--- src/hw/sar_ctl_consts.vh ---
// Constants for the dual SAR converter sample control.
`ifndef SAR_CTL_CONSTS_VH
`define SAR_CTL_CONSTS_VH
`define RES_BITS          14
`define RES_BITS_SHORT    12
`define RANGE_BIP10       2'h0
`define RANGE_BIP5        2'h1
`define RANGE_UNI10       2'h2
`define RANGE_BAD         2'h3
`define CHAN_FIRST        1'h0
`define SETTLE_CYCLES     4'h2
`define MIDSCALE_14       14'h2000
`endif

--- src/hw/sar_stepper.v ---
// Successive-approximation stepper for one converter.
`timescale 1ns/1ps
`default_nettype none
`include "sar_ctl_consts.vh"
module sar_stepper (
  input  wire                   ref_clk_i,
  input  wire                   rst_i,
  input  wire                   start_i,
  input  wire                   comp_high_i,
  output reg  [`RES_BITS-1:0]   dac_code_o,
  output reg                    done_o
);
  reg [`RES_BITS-1:0] trial_bit_r;
  reg                 active_r;
  reg                 settle_r;

  // [RL11] Step DAC to balance.
  always @(posedge ref_clk_i) begin
    if (rst_i) begin
      dac_code_o  <= 14'h0000;
      trial_bit_r <= 14'h0000;
      active_r    <= 1'b0;
      settle_r    <= 1'b0;
      done_o      <= 1'b0;
    end else begin
      done_o <= 1'b0;
      if (start_i) begin
        dac_code_o  <= `MIDSCALE_14;
        trial_bit_r <= `MIDSCALE_14;
        active_r    <= 1'b1;
        settle_r    <= 1'b0;
      end else if (active_r) begin
        // The trial reaches the comparator through a registered DAC port,
        // one clock late, so each trial settles a cycle before judgement.
        settle_r <= ~settle_r;
        if (settle_r) begin
          // A high comparator means the trial overshot, so drop that bit.
          if (comp_high_i)
            dac_code_o <= (dac_code_o & ~trial_bit_r) | (trial_bit_r >> 1);
          else
            dac_code_o <= dac_code_o | (trial_bit_r >> 1);
          trial_bit_r <= trial_bit_r >> 1;
          if (trial_bit_r == 14'h0001) begin
            active_r <= 1'b0;
            done_o   <= 1'b1;
            if (comp_high_i)
              dac_code_o <= dac_code_o & ~trial_bit_r;
          end
        end
      end
    end
  end
endmodule // sar_stepper
`default_nettype wire

--- src/hw/dual_sar_adc_sample_control.v ---
// Sequencing, range and channel control of a dual SAR converter.
//
// Contract
// [RL1] Range pins pick one of three ranges.
// [RL2] Host keeps range steady during acquisition.
// [RL3] Channel pin low first, high second.
// [RL4] Channel captured at busy rise, next conversion.
// [RL5] Power-up default is first input pair.
// [RL6] Results are twos-complement coded.
// [RL7] Code steps at whole LSB levels.
// [RL8] Track resumes when busy falls.
// [RL9] Hold on conversion start falling edge.
// [RL10] Host allows 140 ns tracking first.
// [RL11] SAR steps DAC until comparator balances.
// [RL12] One falling edge starts both conversions.
// [RL13] Busy high throughout, low when both done.
// [RL14] Range at start scales that result.
`timescale 1ns/1ps
`default_nettype none
`include "sar_ctl_consts.vh"
module dual_sar_adc_sample_control (
  input  wire                   ref_clk_i,
  input  wire                   rst_i,
  input  wire                   range_select_low_i,
  input  wire                   range_select_high_i,
  input  wire                   channel_select_i,
  input  wire                   conversion_start_n_i,
  input  wire                   short_result_i,
  input  wire                   comp_a_high_i,
  input  wire                   comp_b_high_i,
  output reg                    busy_o,
  output reg                    hold_o,
  output reg                    chan_second_o,
  output reg  [1:0]             range_o,
  output reg                    range_fault_o,
  output reg  [`RES_BITS-1:0]   dac_a_o,
  output reg  [`RES_BITS-1:0]   dac_b_o,
  output reg  [`RES_BITS-1:0]   result_a_o,
  output reg  [`RES_BITS-1:0]   result_b_o,
  output reg                    result_valid_o
);
  localparam ST_TRACK = 3'h1;
  localparam ST_CONV  = 3'h2;
  localparam ST_END   = 3'h4;

  // Start, channel and range pins cross from the host domain; two flops each before use.
  reg [3:0] sync1_r;
  reg [3:0] sync2_r;
  reg       start_prev_r;
  reg [2:0] state_r;
  reg       done_a_r;
  reg       done_b_r;
  // Channel captured at busy rise waits here until the next conversion.
  reg       chan_next_r;
  wire [`RES_BITS-1:0] code_a;
  wire [`RES_BITS-1:0] code_b;
  wire                 fin_a;
  wire                 fin_b;
  wire                 start_fall;

  always @(posedge ref_clk_i) begin
    if (rst_i) begin
      sync1_r <= 4'hf;
      sync2_r <= 4'hf;
    end else begin
      sync1_r <= {conversion_start_n_i, channel_select_i,
                  range_select_high_i, range_select_low_i};
      sync2_r <= sync1_r;
    end
  end

  // [RL9] Falling edge detect.
  assign start_fall = start_prev_r & ~sync2_r[3];

  sar_stepper u_sar_a (
    .ref_clk_i   (ref_clk_i),
    .rst_i       (rst_i),
    .start_i     (state_r == ST_TRACK && start_fall),
    .comp_high_i (comp_a_high_i),
    .dac_code_o  (code_a),
    .done_o      (fin_a)
  );

  sar_stepper u_sar_b (
    .ref_clk_i   (ref_clk_i),
    .rst_i       (rst_i),
    .start_i     (state_r == ST_TRACK && start_fall),
    .comp_high_i (comp_b_high_i),
    .dac_code_o  (code_b),
    .done_o      (fin_b)
  );

  // The stepper yields offset binary; flipping the top bit gives twos
  // complement. The short variant drops two low bits and sign-extends.
  function [`RES_BITS-1:0] to_twos;
    input [`RES_BITS-1:0] raw;
    input                 short_res;
    begin
      if (short_res)
        to_twos = {{3{~raw[13]}}, raw[12:2]};
      else
        to_twos = {~raw[13], raw[12:0]};
    end
  endfunction

  always @(posedge ref_clk_i) begin
    if (rst_i) begin
      start_prev_r   <= 1'b1;
      state_r        <= ST_TRACK;
      busy_o         <= 1'b0;
      hold_o         <= 1'b0;
      // [RL5] First pair default.
      chan_second_o  <= `CHAN_FIRST;
      chan_next_r    <= `CHAN_FIRST;
      range_o        <= `RANGE_BIP10;
      range_fault_o  <= 1'b0;
      dac_a_o        <= 14'h0000;
      dac_b_o        <= 14'h0000;
      result_a_o     <= 14'h0000;
      result_b_o     <= 14'h0000;
      result_valid_o <= 1'b0;
      done_a_r       <= 1'b0;
      done_b_r       <= 1'b0;
    end else begin
      start_prev_r   <= sync2_r[3];
      dac_a_o        <= code_a;
      dac_b_o        <= code_b;
      result_valid_o <= 1'b0;
      case (state_r)
        ST_TRACK: begin
          if (start_fall) begin
            // [RL12] Both hold together.
            hold_o   <= 1'b1;
            // [RL13] Busy rises.
            busy_o   <= 1'b1;
            // [RL3] [RL4] Latch channel for next.
            chan_next_r <= sync2_r[2];
            // [RL1] [RL14] Range frozen here.
            range_o  <= sync2_r[1:0];
            range_fault_o <= (sync2_r[1:0] == `RANGE_BAD);
            done_a_r <= 1'b0;
            done_b_r <= 1'b0;
            state_r  <= ST_CONV;
          end
        end
        ST_CONV: begin
          if (fin_a) done_a_r <= 1'b1;
          if (fin_b) done_b_r <= 1'b1;
          if ((done_a_r | fin_a) & (done_b_r | fin_b))
            state_r <= ST_END;
        end
        ST_END: begin
          // [RL6] [RL7] Twos-complement codes.
          result_a_o     <= to_twos(code_a, short_result_i);
          result_b_o     <= to_twos(code_b, short_result_i);
          result_valid_o <= 1'b1;
          // [RL13] Busy falls when both done.
          busy_o  <= 1'b0;
          // [RL8] Track on busy fall.
          hold_o  <= 1'b0;
          // [RL4] Captured channel applies from here.
          chan_second_o <= chan_next_r;
          state_r <= ST_TRACK;
        end
        default: state_r <= ST_TRACK;
      endcase
    end
  end
endmodule // dual_sar_adc_sample_control
`default_nettype wire

--- config.mk ---
export PLATFORM = sky130hd
export DESIGN_NAME = dual_sar_adc_sample_control
export DESIGN_NICKNAME = d
export VERILOG_FILES = /design/src/hw/sar_stepper.v /design/src/hw/dual_sar_adc_sample_control.v
export VERILOG_INCLUDE_DIRS = /design/src /design/src/hw
export SDC_FILE = /design/constraint.sdc
export NUM_CORES = 1
export LEC_CHECK = 0
export BUFFER_PORTS_ARGS = -buffer_cell sky130_fd_sc_hd__buf_2
export CAP_MARGIN = 0
export CORE_ASPECT_RATIO = 1.4
export CORE_UTILIZATION = 40
export DETAILED_ROUTE_END_ITERATION = 8
export HOLD_SLACK_MARGIN = 0.05
export SYNTH_ARGS = -nofsm -noshare
export SYNTH_HDL_FRONTEND = slang
export SYNTH_HIERARCHICAL = 1
export SYNTH_SLANG_ARGS = --single-unit
--- constraint.sdc ---
create_clock -name ref_clk_i -period 3.71 [get_ports ref_clk_i]
set_input_delay 0.742 -clock ref_clk_i [delete_from_list [all_inputs] [get_ports ref_clk_i]]
set_output_delay 0.742 -clock ref_clk_i [all_outputs]
set_load 0.05 [all_outputs]
-- Word level (Yosys, flattened, before mapping)
Index checks and enable logic that the tools add are counted.
- register bits: 139
- bits of input ports: 9
- output and inout port bits: 63
- logic and storage cells: 119
- equal/unequal tests: 10
- multiplexer cells: 41
- bitwise gates (word level): 19
- reduce and logical (&&, ||, !) cells: 19
- operator list (cell ; number):
    2-to-1 mux 14 bit ; 18
    OR 14 x 13 -> 14 bit ; 4
    AND 14 bit ; 2
    equality test 14 x 1 -> 1 bit (second input constant) ; 2
    NOT 14 bit ; 2
    2-to-1 mux 13 bit ; 2
    2-to-1 mux 1 bit ; 15
    AND reduction 2 bit ; 7
    nonzero test 2 bit ; 6
    OR reduction 4 bit ; 2
    NOT 1 bit ; 7
    2-to-1 mux 3 bit ; 2
    one-hot mux 1 bit (2 select lines) ; 3
    one-hot mux 3 bit (2 select lines) ; 1
    AND reduction 3 bit ; 2
    inequality test 2 x 1 -> 1 bit (second input constant) ; 2
    inequality test 2 bit (second input constant) ; 2
    equality test 3 x 1 -> 1 bit (second input constant) ; 1
    equality test 3 x 2 -> 1 bit (second input constant) ; 1
    equality test 3 bit (second input constant) ; 1
    AND 1 bit ; 2
    equality test 2 bit (second input constant) ; 1
    OR 1 bit ; 2
    OR reduction 2 bit ; 1
    logical AND 1 bit ; 1

-- Depth between registers and ports, before layout
Gate-level depths: netlist (run 1).
- depth in word-level cells: 9
- mapped depth: 7
- mapped depth without buffers: 6

-- Modules after synthesis
Netlist (run 1), hierarchy kept.
- modules (own cells, without submodules) (module ; times used ; cells an instance ; area each (sq um) ; sequential area each (sq um)):
    dual_sar_adc_sample_control ; 1 ; 254 ; 2698.8 ; 1541.5
    sar_stepper ; 2 ; 136 ; 1131.1 ; 620.6

-- Worst setup path after synthesis (run 1)
Ideal clock, no wire load.
- kind: reg-to-output
- start: register hold_o
- end: output hold_o
- arrival: 913 ps
- required time: 2968 ps
- path slack: 2055 ps
- cell stages (with the launch flop): 2
- buffers on the path: 1
- cell sequence: dfxtp_1 -> buf_4
- RTL lines (item ; line ; text):
    start: declaration ; dual_sar_adc_sample_control.v:32 ; output reg hold_o,
    start signal: assignment ; dual_sar_adc_sample_control.v:111 ; hold_o <= 1'b0;
    start signal: assignment ; dual_sar_adc_sample_control.v:133 ; hold_o <= 1'b1;
    start signal: assignment ; dual_sar_adc_sample_control.v:160 ; hold_o <= 1'b0;
No word-level cell between the ends.

-- Worst setup path after layout (run 1)
- start: register state_r[0]
- end: register u_sar_b.done_o
- longest elaborated chain between the ends: 3
- RTL lines (item ; line ; text):
    start: declaration ; dual_sar_adc_sample_control.v:50 ; reg [2:0] state_r;
    start signal: assignment ; dual_sar_adc_sample_control.v:109 ; state_r <= ST_TRACK;
    start signal: assignment ; dual_sar_adc_sample_control.v:143 ; state_r <= ST_CONV;
    start signal: assignment ; dual_sar_adc_sample_control.v:150 ; state_r <= ST_END;
    equality test 3 x 1 -> 1 bit ; dual_sar_adc_sample_control.v:87 ; .start_i (state_r == ST_TRACK && start_fall),
    logical AND 1 bit ; dual_sar_adc_sample_control.v:87 ;
    OR reduction 4 bit (no source line) ; - ;
    end signal: assignment ; sar_stepper.v:24 ; done_o <= 1'b0;
    end signal: assignment ; sar_stepper.v:26 ; done_o <= 1'b0;
    end signal: assignment ; sar_stepper.v:45 ; done_o <= 1'b1;
    end: declaration ; sar_stepper.v:11 ; output reg done_o
No other way between the ends.
A chain may end at the register's enable or synchronous reset.

==> results_dict.tcl, run 1 <==
set metrics [dict create \
    status "finished, final reports clean" \
    hp-class "register to register" \
    cp-start-kind "register" \
    dpl.cell_count 716 \
    start_util 0.416 \
    wirelength_um 10400 \
    hold_slack_ns 0.409 \
    hold_buffers 0 \
    crit_path_max_incr_delay_ns 0.78 \
    synth_ff_type "dfxtp_1" \
    hold_viol 0 \
    fillers 1179 \
    synth-xor-area-share 0.00353 \
    overflow 0 \
    use_met2 0.296 \
    die_x_um 96.1 \
    grt_pass1_wl_um 17200 \
    yosys.area_share.simple 0.197 \
    grt_usage 0.173 \
    crit_arrival_ns 2.67 \
    avgRoutedWirePerCell_um 14.0 \
    relSlewSlack 0.376 \
    area_growth_pct 19.8 \
    path_class "register to register" \
    detail_route.first_pass.iterations 4 \
    hpwlAfterDp_um 7080 \
    drive_above_1_share 0.215 \
    synth_cells 526 \
    synth_top_family_by_area "simple AND/OR/NAND/NOR gates" \
    synth-seq-cells 139 \
    grt_busiest_layer "met2" \
    ff2ff_setup_slack_ns 1.34 \
    syn_area_um2 4960 \
    yosysTopAreaCellShare 0.561 \
    io_pins 72 \
    core_area_um2 11900 \
    p_leak_nw 2.28 \
    layout.cells.non_filler 747 \
    fin_tns_setup_ns 0 \
    portBuffers 71 \
    rsz0062_at_grt "no" \
    ys_seq_area_frac 0.561 \
    synth_edf_count 0 \
    drt_iter0_drc 159 \
    synth_compound_area_frac 0.155 \
    clk_pin_slew_ns 0.05 \
    antenna_cells 0 \
    synth_nets 535 \
    met1_usage 0.195 \
    insertion_delay_ns 0.41 \
    synthMuxAreaShare 0.0444 \
    min_period_ns 2.37 \
    cts_tree "done" \
    synth_top_cell_by_area "dfxtp_1" \
    clock_sinks 139 \
    crit_required_ns 4.00 \
    critPathMaxFanout 28 \
    grt_max_degree 54 \
    ir_drop_mv 0.310 \
    drc 0 \
    drv_cap 0 \
    antenna_found_initial 0 \
    tightest_slew_ns 0.936 \
    fmax_ghz 0.421 \
    crit_chain "and4bb_2 -> nand2_1 -> inv_1 -> or2_1 -> nand3b_1 -> nor4_2" \
    crit_path_top_delay_cell "or2_1" \
    die_area_um2 12900 \
    vias_per_cell 5.10 \
    setup_violations 0 \
    skew_ns 0.00918 \
    synthTopCellsByArea "dfxtp_1, a21oi_1, nand2_1" \
    ys_async_sr_fraction 0 \
    cts_max_level 4 \
    cts.path.max_buffers 2 \
    vias 3807 \
    cts_setup_buffers 0 \
    synth.avg_cell_area_um2 9.43 \
    routabilityCongestion 0.755 \
    cts_resized 0 \
    rows 47 \
    cts_buffers 17 \
    ant_nets 0 \
    end_kind "register" \
    synth_fa_ha_area_frac 0 \
    die_height_um 134 \
    final_nets 597 \
    timing.final.ws_setup_ns 1.34 \
    post_synth_num_cell_types 34 \
    p_per_area_nw_per_um2 549 \
    final_max_slew_viol_count 0 \
    dp_worst_setup_slack_ns 1.26 \
    grt_pass1_vias 3675 \
    grt_use_met3 0.0488 \
    period_share 0.640 \
    cts_root_buf "clkbuf_16" \
    yosysWarnings 6 \
    fin_util 0.498 \
]
[critical path, delay by kind of cell, from the launching register on]
family	cells	cell delay (ns)
AND/OR/NAND/NOR	5	1.50
flip-flops	1	0.45
buffers and inverters	1	0.29
[cell usage after synthesis (3+ instances only)]
cell type and count:
a211oi_1 18, a211oi_2 10, a21oi_1 69, buf_2 17, buf_4 5, buf_6 3, clkbuf_1 6, dfxtp_1 139
inv_1 3, mux2i_1 22, nand2_1 87, nand3_1 3, nand4_1 3, nor2_1 38, nor2b_1 31, nor3_1 4
nor4_1 4, nor4b_1 4, o21ai_0 31, or2_2 9
[worst paths after layout]
check | from | to | depth (start not counted)
worst max register to register | state_r[0] | u_sar_b/done_o | 6
worst min register to register | sync1_r[3] | sync2_r[3] | 1
worst max-delay path | state_r[0] | u_sar_b/done_o | 6
worst min-delay path | sync1_r[3] | sync2_r[3] | 1
[kinds of logic (layout without fill, tap and decap cells)]
logic type      count (synthesis)  in the layout
xor+xnor                        2              2
simple gates                  199            199
flops                         139            139
mux                            22             22
compound gates                129            129
buf+inv                        35            109
[layout make-up]
cell class,count,area (um2),share of cell area
timing repair buffer,75,385,0.0648
clock inverter,6,85.1,0.0143
clock buffer,25,505,0.0850
tap,147,184,0.0309
inverter,3,11.3,0.00189
sequential,139,2780,0.468
multi-input combinational,352,1990,0.335
[layer usage]
metal	share of wire	up-vias
met5	0	-
met4	0.022	0
met3	0.039	17
met2	0.51	84
met1	0.43	1780
li1	-	1926
[through the flow]
step           area, um2  power [W]
2_1_floorplan       4960    0.00162
3_3_place_gp        5350    0.00164
3_5_place_dp        5350    0.00164
4_1_cts             5940    0.00330
5_1_grt             5940    0.00338
6_report            5940    0.00326
[registers in the layout, indices dropped and copies added, names as in the netlist, 2 cells and up]
signal               cells
dac_a_o                 14
dac_b_o                 14
result_a_o              14
result_b_o              14
u_sar_a/dac_code_o      14
u_sar_a/trial_bit_r     14
u_sar_b/dac_code_o      14
u_sar_b/trial_bit_r     14
sync1_r                  4
sync2_r                  4
state_r                  3
range_o                  2
[cell usage in the layout (no fill, tap or decap), drive strengths merged, types with 2 or more instances in the layout]
cell,Yosys,routed
a211oi,28,28
a21oi,69,69
and2,2,2
and4,2,2
buf,26,75
bufinv,0,2
clkbuf,6,25
clkinv,0,2
clkinvlp,0,2
dfxtp,139,139
inv,3,3
mux2i,22,22
nand2,87,87
nand3,3,3
nand3b,2,2
nand4,3,3
nor2,38,38
nor2b,31,31
nor3,4,4
nor3b,2,2
nor4,6,6
nor4b,4,4
o21ai,31,31
or2,11,11
xnor2,2,2
[power breakdown]
group / internal, W / leakage [nW] / switching, W
logic: 0.0000267 / 0.871 / 0.0000678
clock network: 0.00107 / 0.285 / 0.000578
registers: 0.00151 / 1.12 / 0.0000100
Power figures use the tool's default switching activity.
==> run 2: changes to the inputs <==
--- a/config.mk
+++ b/config.mk
@@ -6,6 +6,7 @@
 export SDC_FILE = /design/constraint.sdc
 export NUM_CORES = 1
 export LEC_CHECK = 0
+export ABC_AREA = 1
 export BUFFER_PORTS_ARGS = -buffer_cell sky130_fd_sc_hd__buf_2
 export CAP_MARGIN = 0
 export CORE_ASPECT_RATIO = 1.4
==> constraint.sdc (replaced) <==
create_clock -name ref_clk_i -period 2.35 [get_ports ref_clk_i]
set_input_delay 0.47 -clock ref_clk_i [delete_from_list [all_inputs] [get_ports ref_clk_i]]
set_output_delay 0.47 -clock ref_clk_i [all_outputs]
set_load 0.05 [all_outputs]
==> run 2 against run 1 <==
- via count up 3.5%
- fmax up 26%
- clock power up 52%
- sequential share of layout area up 0.84 points
- wire length up 2.8%
- worst setup slack worse by 0.87 ns
- non-clock buffer count down 1
- sequential power up 58%
- clock skew about the same
- first-iteration DRC count down 9.4%
- register-to-register slack worse by 0.87 ns
- power up 54%
- critical endpoint is now u_sar_a/trial_bit_r[11]
- largest cell class unchanged
==> results_dict.tcl, run 2 <==
set metrics [dict create \
    grt_usage 0.179 \
    synth_top_cell_by_area "dfxtp_1" \
    min_period_ns 1.88 \
    p_per_area_nw_per_um2 863 \
    syn_area_um2 4920 \
    cts_resized 0 \
    crit_required_ns 2.62 \
    vias_per_cell 4.87 \
    ff2ff_setup_slack_ns 0.47 \
    relSlewSlack 0.510 \
    fin_util 0.492 \
    clock_sinks 139 \
    cts.path.max_buffers 2 \
    dp_worst_setup_slack_ns 0.477 \
    yosysTopAreaCellShare 0.565 \
    post_synth_num_cell_types 21 \
    synth_edf_count 0 \
    synth-seq-cells 139 \
    path_class "register to register" \
    synth_cells 592 \
    detail_route.first_pass.iterations 4 \
    die_area_um2 12800 \
    crit_path_top_delay_cell "dfxtp_1" \
    fin_tns_setup_ns 0 \
    layout.cells.non_filler 810 \
    cts_max_level 4 \
    hp-class "input pin to register" \
    ant_nets 0 \
    start_util 0.414 \
    die_height_um 133 \
    hold_buffers 0 \
    drc 0 \
    status "finished, final reports clean" \
    period_share 0.800 \
    crit_path_max_incr_delay_ns 0.35 \
    insertion_delay_ns 0.40 \
    cts_buffers 17 \
    grt_pass1_vias 3721 \
    final_max_slew_viol_count 0 \
    cts_tree "done" \
    skew_ns 0.00882 \
    min_to "sync1_r[0]" \
    ys_async_sr_fraction 0 \
    worstHoldStart "range_select_low_i" \
    total_power_w 0.00504 \
    synth_nets 601 \
    r2r-end "u_sar_a/trial_bit_r[11]" \
    p_leak_nw 2.49 \
    crit_arrival_ns 2.15 \
    drive_above_1_share 0.183 \
    cp.buffers_inverters 4 \
    hpwlAfterDp_um 7450 \
    vias 3942 \
    antenna_found_initial 0 \
    antenna_cells 0 \
    wirelength_um 10700 \
    fmax_ghz 0.532 \
    timing.final.ws_setup_ns 0.470 \
    grt_max_degree 51 \
    die_x_um 95.7 \
    rr_worst_depth 9 \
    synth.most_common_cell "dfxtp_1" \
    clk_pin_slew_ns 0.05 \
    rows 47 \
    dpl.cell_count 783 \
    ir_drop_mv 0.468 \
    layout_commonest_cell "dfxtp_1" \
    cts_setup_buffers 0 \
    io_pins 72 \
    whs_path_depth 2 \
    synth.avg_cell_area_um2 8.31 \
    rsz0062_at_grt "no" \
    portBuffers 71 \
    drv_cap 0 \
    overflow 0 \
    synthTopCellsByArea "dfxtp_1, nor2_1, o21ai_0" \
    area_growth_pct 18.7 \
    hold_viol 0 \
    final_nets 664 \
    synth_ff_type "dfxtp_1" \
    setup_violations 0 \
    cp_top_family "buffers and inverters" \
    avgRoutedWirePerCell_um 13.3 \
    drt_iter0_drc 144 \
    critPathMaxFanout 23 \
    routabilityCongestion 0.775 \
    cts_root_buf "clkbuf_16" \
    synth_common_cells "dfxtp_1, nor2_1, o21ai_0" \
    tightest_slew_ns 0.734 \
    grt_pass1_wl_um 17800 \
    ys_seq_area_frac 0.565 \
    cp-start-kind "register" \
    crit_chain "inv_1 -> nand3_1 -> nor2_1 -> buf_4 -> nor2_4 -> inv_2 -> nor2_4 -> inv_2 -> o22ai_1" \
    reg2reg_from "state_r[1]" \
    final_cell_mix "dfxtp_1, nor2_1, buf_2" \
    core_area_um2 11900 \
    end_kind "register" \
    yosysWarnings 6 \
]
run 2: per-layer routing:
layer  global-route usage  wire length (um)
met3               0.0411               382
met5                    0                 0
met4               0.0638               169
met1                0.241              5070
met2                0.280              5110
run 2: kinds of logic (layout without fill, tap and decap cells):
| logic type | after synthesis | count (layout) | share of synthesized area |
|---|---|---|---|
| AOI/OAI and AO/OA | 147 | 147 | 0.168 |
| buffers and inverters | 102 | 173 | 0.0936 |
| DFF | 139 | 139 | 0.565 |
| and+or+nand+nor | 204 | 204 | 0.173 |
run 2: worst max-delay path by stage:
stage | startpoint | to | slack, ns | cells after the start
floorplan | state_r[0] | u_sar_a/trial_bit_r[1] | 0.78 | 8
global placement | state_r[1] | u_sar_a/dac_code_o[11] | 0.56 | 9
detailed placement | state_r[1] | u_sar_b/trial_bit_r[12] | 0.48 | 9
CTS | state_r[1] | u_sar_a/trial_bit_r[8] | 0.47 | 7
global route | state_r[1] | u_sar_a/trial_bit_r[8] | 0.25 | 7
finish | state_r[1] | u_sar_a/trial_bit_r[11] | 0.47 | 9
run 2: layout make-up:
class	count	area, um2
fillers	1176	6040
flip-flops and latches	139	2780
multi-input cells	351	1680
clock buffers	24	482
repair buffers	74	378
inverters	72	270
well taps	147	184
clock inverters	3	65.1
run 2: worst reg2reg max path: stages (launching register included):
cell and delay, ns:
dfxtp_1 0.35, inv_1 0.07, nand3_1 0.08, nor2_1 0.34
buf_4 0.23, nor2_4 0.09, inv_2 0.12, nor2_4 0.04
inv_2 0.30, o22ai_1 0.13
run 2: metrics by stage:
stage | instance area (um2) | hold slack [ns]
final | 5840 | 0.253
after floorplan | 4920 | 0.389
after detailed placement | 5290 | 0.393
after global placement | 5290 | 0.401
after CTS | 5840 | 0.240
after global routing | 5840 | 0.243
run 2: where the power goes:
part	internal, W	switching (W)	total [W]
clock	0.00161	0.000882	0.00250
combinational	0.0000350	0.000111	0.000146
sequential	0.00238	0.0000145	0.00240
==> run 3: changes to the inputs <==
==> constraint.sdc (replaced) <==
create_clock -name ref_clk_i -period 1.8 [get_ports ref_clk_i]
set_input_delay 0.36 -clock ref_clk_i [delete_from_list [all_inputs] [get_ports ref_clk_i]]
set_output_delay 0.36 -clock ref_clk_i [all_outputs]
set_load 0.05 [all_outputs]
==> run 3 against run 2 <==
- power rose by 23%
- sequential power rose by 30%
- worst setup slack got worse by 0.27 ns
- critical path type unchanged
- design area about the same
- first-iteration DRC count is 6.9% higher
==> results_dict.tcl, run 3 (same netlist as run 2, synthesis figures left out) <==
set metrics [dict create \
    hp-class "input pin to register" \
    fmax_ghz 0.626 \
    clk_pin_slew_ns 0.05 \
    detail_route.first_pass.iterations 4 \
    final_cell_mix "dfxtp_1, nor2_1, buf_2" \
    design_area_um2 5830 \
    ant_nets 0 \
    cts_max_level 4 \
    multi_input_area_um2 1680 \
    drc 0 \
    overflow 0 \
    setup_violations 0 \
    vias_per_cell 4.80 \
    final_nets 670 \
    p_per_area_nw_per_um2 1060 \
    portBuffers 71 \
    insertion_delay_ns 0.41 \
    layout_commonest_cell "dfxtp_1" \
    io_pins 72 \
    rr_worst_depth 9 \
    drv_cap 0 \
    cp-start-kind "register" \
    fin_tns_setup_ns 0 \
    status "finished, final reports clean" \
    relSlewSlack 0.623 \
    r2r-end "u_sar_b/dac_code_o[0]" \
    hold_buffers 0 \
    die_height_um 133 \
    vias 3919 \
    antenna_cells 0 \
    drt_iter0_drc 154 \
    cts_buffers 17 \
    core_area_um2 11900 \
    period_share 0.887 \
    start_util 0.414 \
    crit_arrival_ns 1.93 \
    grt_pass1_wl_um 17400 \
    grt_pass1_vias 3679 \
    final_max_slew_viol_count 0 \
    highest_layer "met4" \
    final-seq-area_um2 2780 \
    cts_root_buf "clkbuf_16" \
    crit_end "u_sar_b/dac_code_o[0]" \
    critPathMaxFanout 23 \
    area_growth_pct 18.6 \
    hpwlAfterDp_um 7500 \
    dr_wl_met3_um 400 \
    skew_ns 0.00685 \
    wl_met1_um 4990 \
    rsz0062_at_grt "no" \
    ff2ff_setup_slack_ns 0.20 \
    grt_max_degree 51 \
    die_area_um2 12800 \
    min_period_ns 1.60 \
    grt_usage 0.176 \
    drive_above_1_share 0.193 \
    rows 47 \
    reg2reg_from "state_r[1]" \
    ir_drop_mv 0.657 \
    crit_start "state_r[1]" \
    hold_viol 0 \
    tightest_slew_ns 0.564 \
    wirelength_um 10500 \
    placed_cell_area_um2 5350 \
    cts_tree "done" \
    clock_sinks 139 \
    crit_required_ns 2.13 \
    avgRoutedWirePerCell_um 12.9 \
    cts.path.max_buffers 2 \
    routabilityCongestion 0.808 \
    end_kind "register" \
    die_x_um 95.7 \
    fillers 1177 \
    dr_wl_met2_um 5000 \
    path_class "register to register" \
    total_power_w 0.00621 \
    antenna_found_initial 0 \
    p_leak_nw 2.50 \
]
==> run 3: cell count changes in the layout (fill, tap and decap cells not counted), moves of 2 or more <==
| cell | before | now |
|---|---|---|
| bufinv_16 | 2 | 0 |
| nand2_2 | 0 | 2 |
| o21ai_1 | 24 | 26 |
| clkinv_2 | 1 | 5 |
| o21ai_0 | 67 | 65 |
| buf_4 | 3 | 8 |
| nand2_1 | 57 | 55 |
| clkbuf_8 | 3 | 1 |
==> run 3: metal layers <==
| metal | vias up | GRT usage |
|---|---|---|
| met1 | 1794 | 0.228 |
| met5 | - | 0 |
| met2 | 68 | 0.278 |
| met4 | 0 | 0.0622 |
| met3 | 8 | 0.0497 |
| li1 | 2049 | - |
==> run 3: how the worst min path moves through the flow <==
stage | to | slack, ns | depth (start not counted) | startpoint
after global placement | sync2_r[2] | 0.40 | 1 | sync1_r[2]
after detailed placement | sync2_r[3] | 0.40 | 1 | sync1_r[3]
after global routing | sync1_r[0] | 0.13 | 2 | range_select_low_i
final | sync1_r[1] | 0.14 | 2 | range_select_high_i
after CTS | sync1_r[1] | 0.12 | 2 | range_select_high_i
after floorplan | sync2_r[0] | 0.39 | 1 | sync1_r[0]
==> run 3: area by class of cell <==
cell class	count	share of cell area
sequential	139	0.477
tap	147	0.0315
multi-input combinational	351	0.288
clock buffer	22	0.0778
clock inverter	5	0.00429
timing repair buffer	80	0.0746
inverter	72	0.0463
==> run 3: stage by stage <==
stage	std cells	utilization	setup slack (ns)	hold WS, ns
after floorplan	592	-	0.233	0.389
after global placement	789	0.450	0.271	0.400
after detailed placement	789	0.450	0.199	0.398
after CTS	816	0.491	0.196	0.118
after global routing	816	0.491	0.00166	0.126
final	816	0.491	0.204	0.139
==> run 3: power by group <==
group	switching [W]	internal (W)
Combinational	0.000146	0.0000573
Clock	0.00114	0.00174
Sequential	0.0000188	0.00311
==> run 3: worst max-delay path: stages, from the launching register on <==
cell	delay, ns
dfxtp_1	0.42
inv_1	0.06
nand3_1	0.10
nor2_1	0.05
buf_4	0.17
nor2_4	0.19
inv_2	0.08
nor2_4	0.10
inv_2	0.17
o21ai_0	0.19
==> run 3: what timing repair did <==
item | 4_1_cts | 5_1_grt
setup endpoints to repair | 0 | 5
setup buffers | 0 | 0
resized for setup | 0 | 4
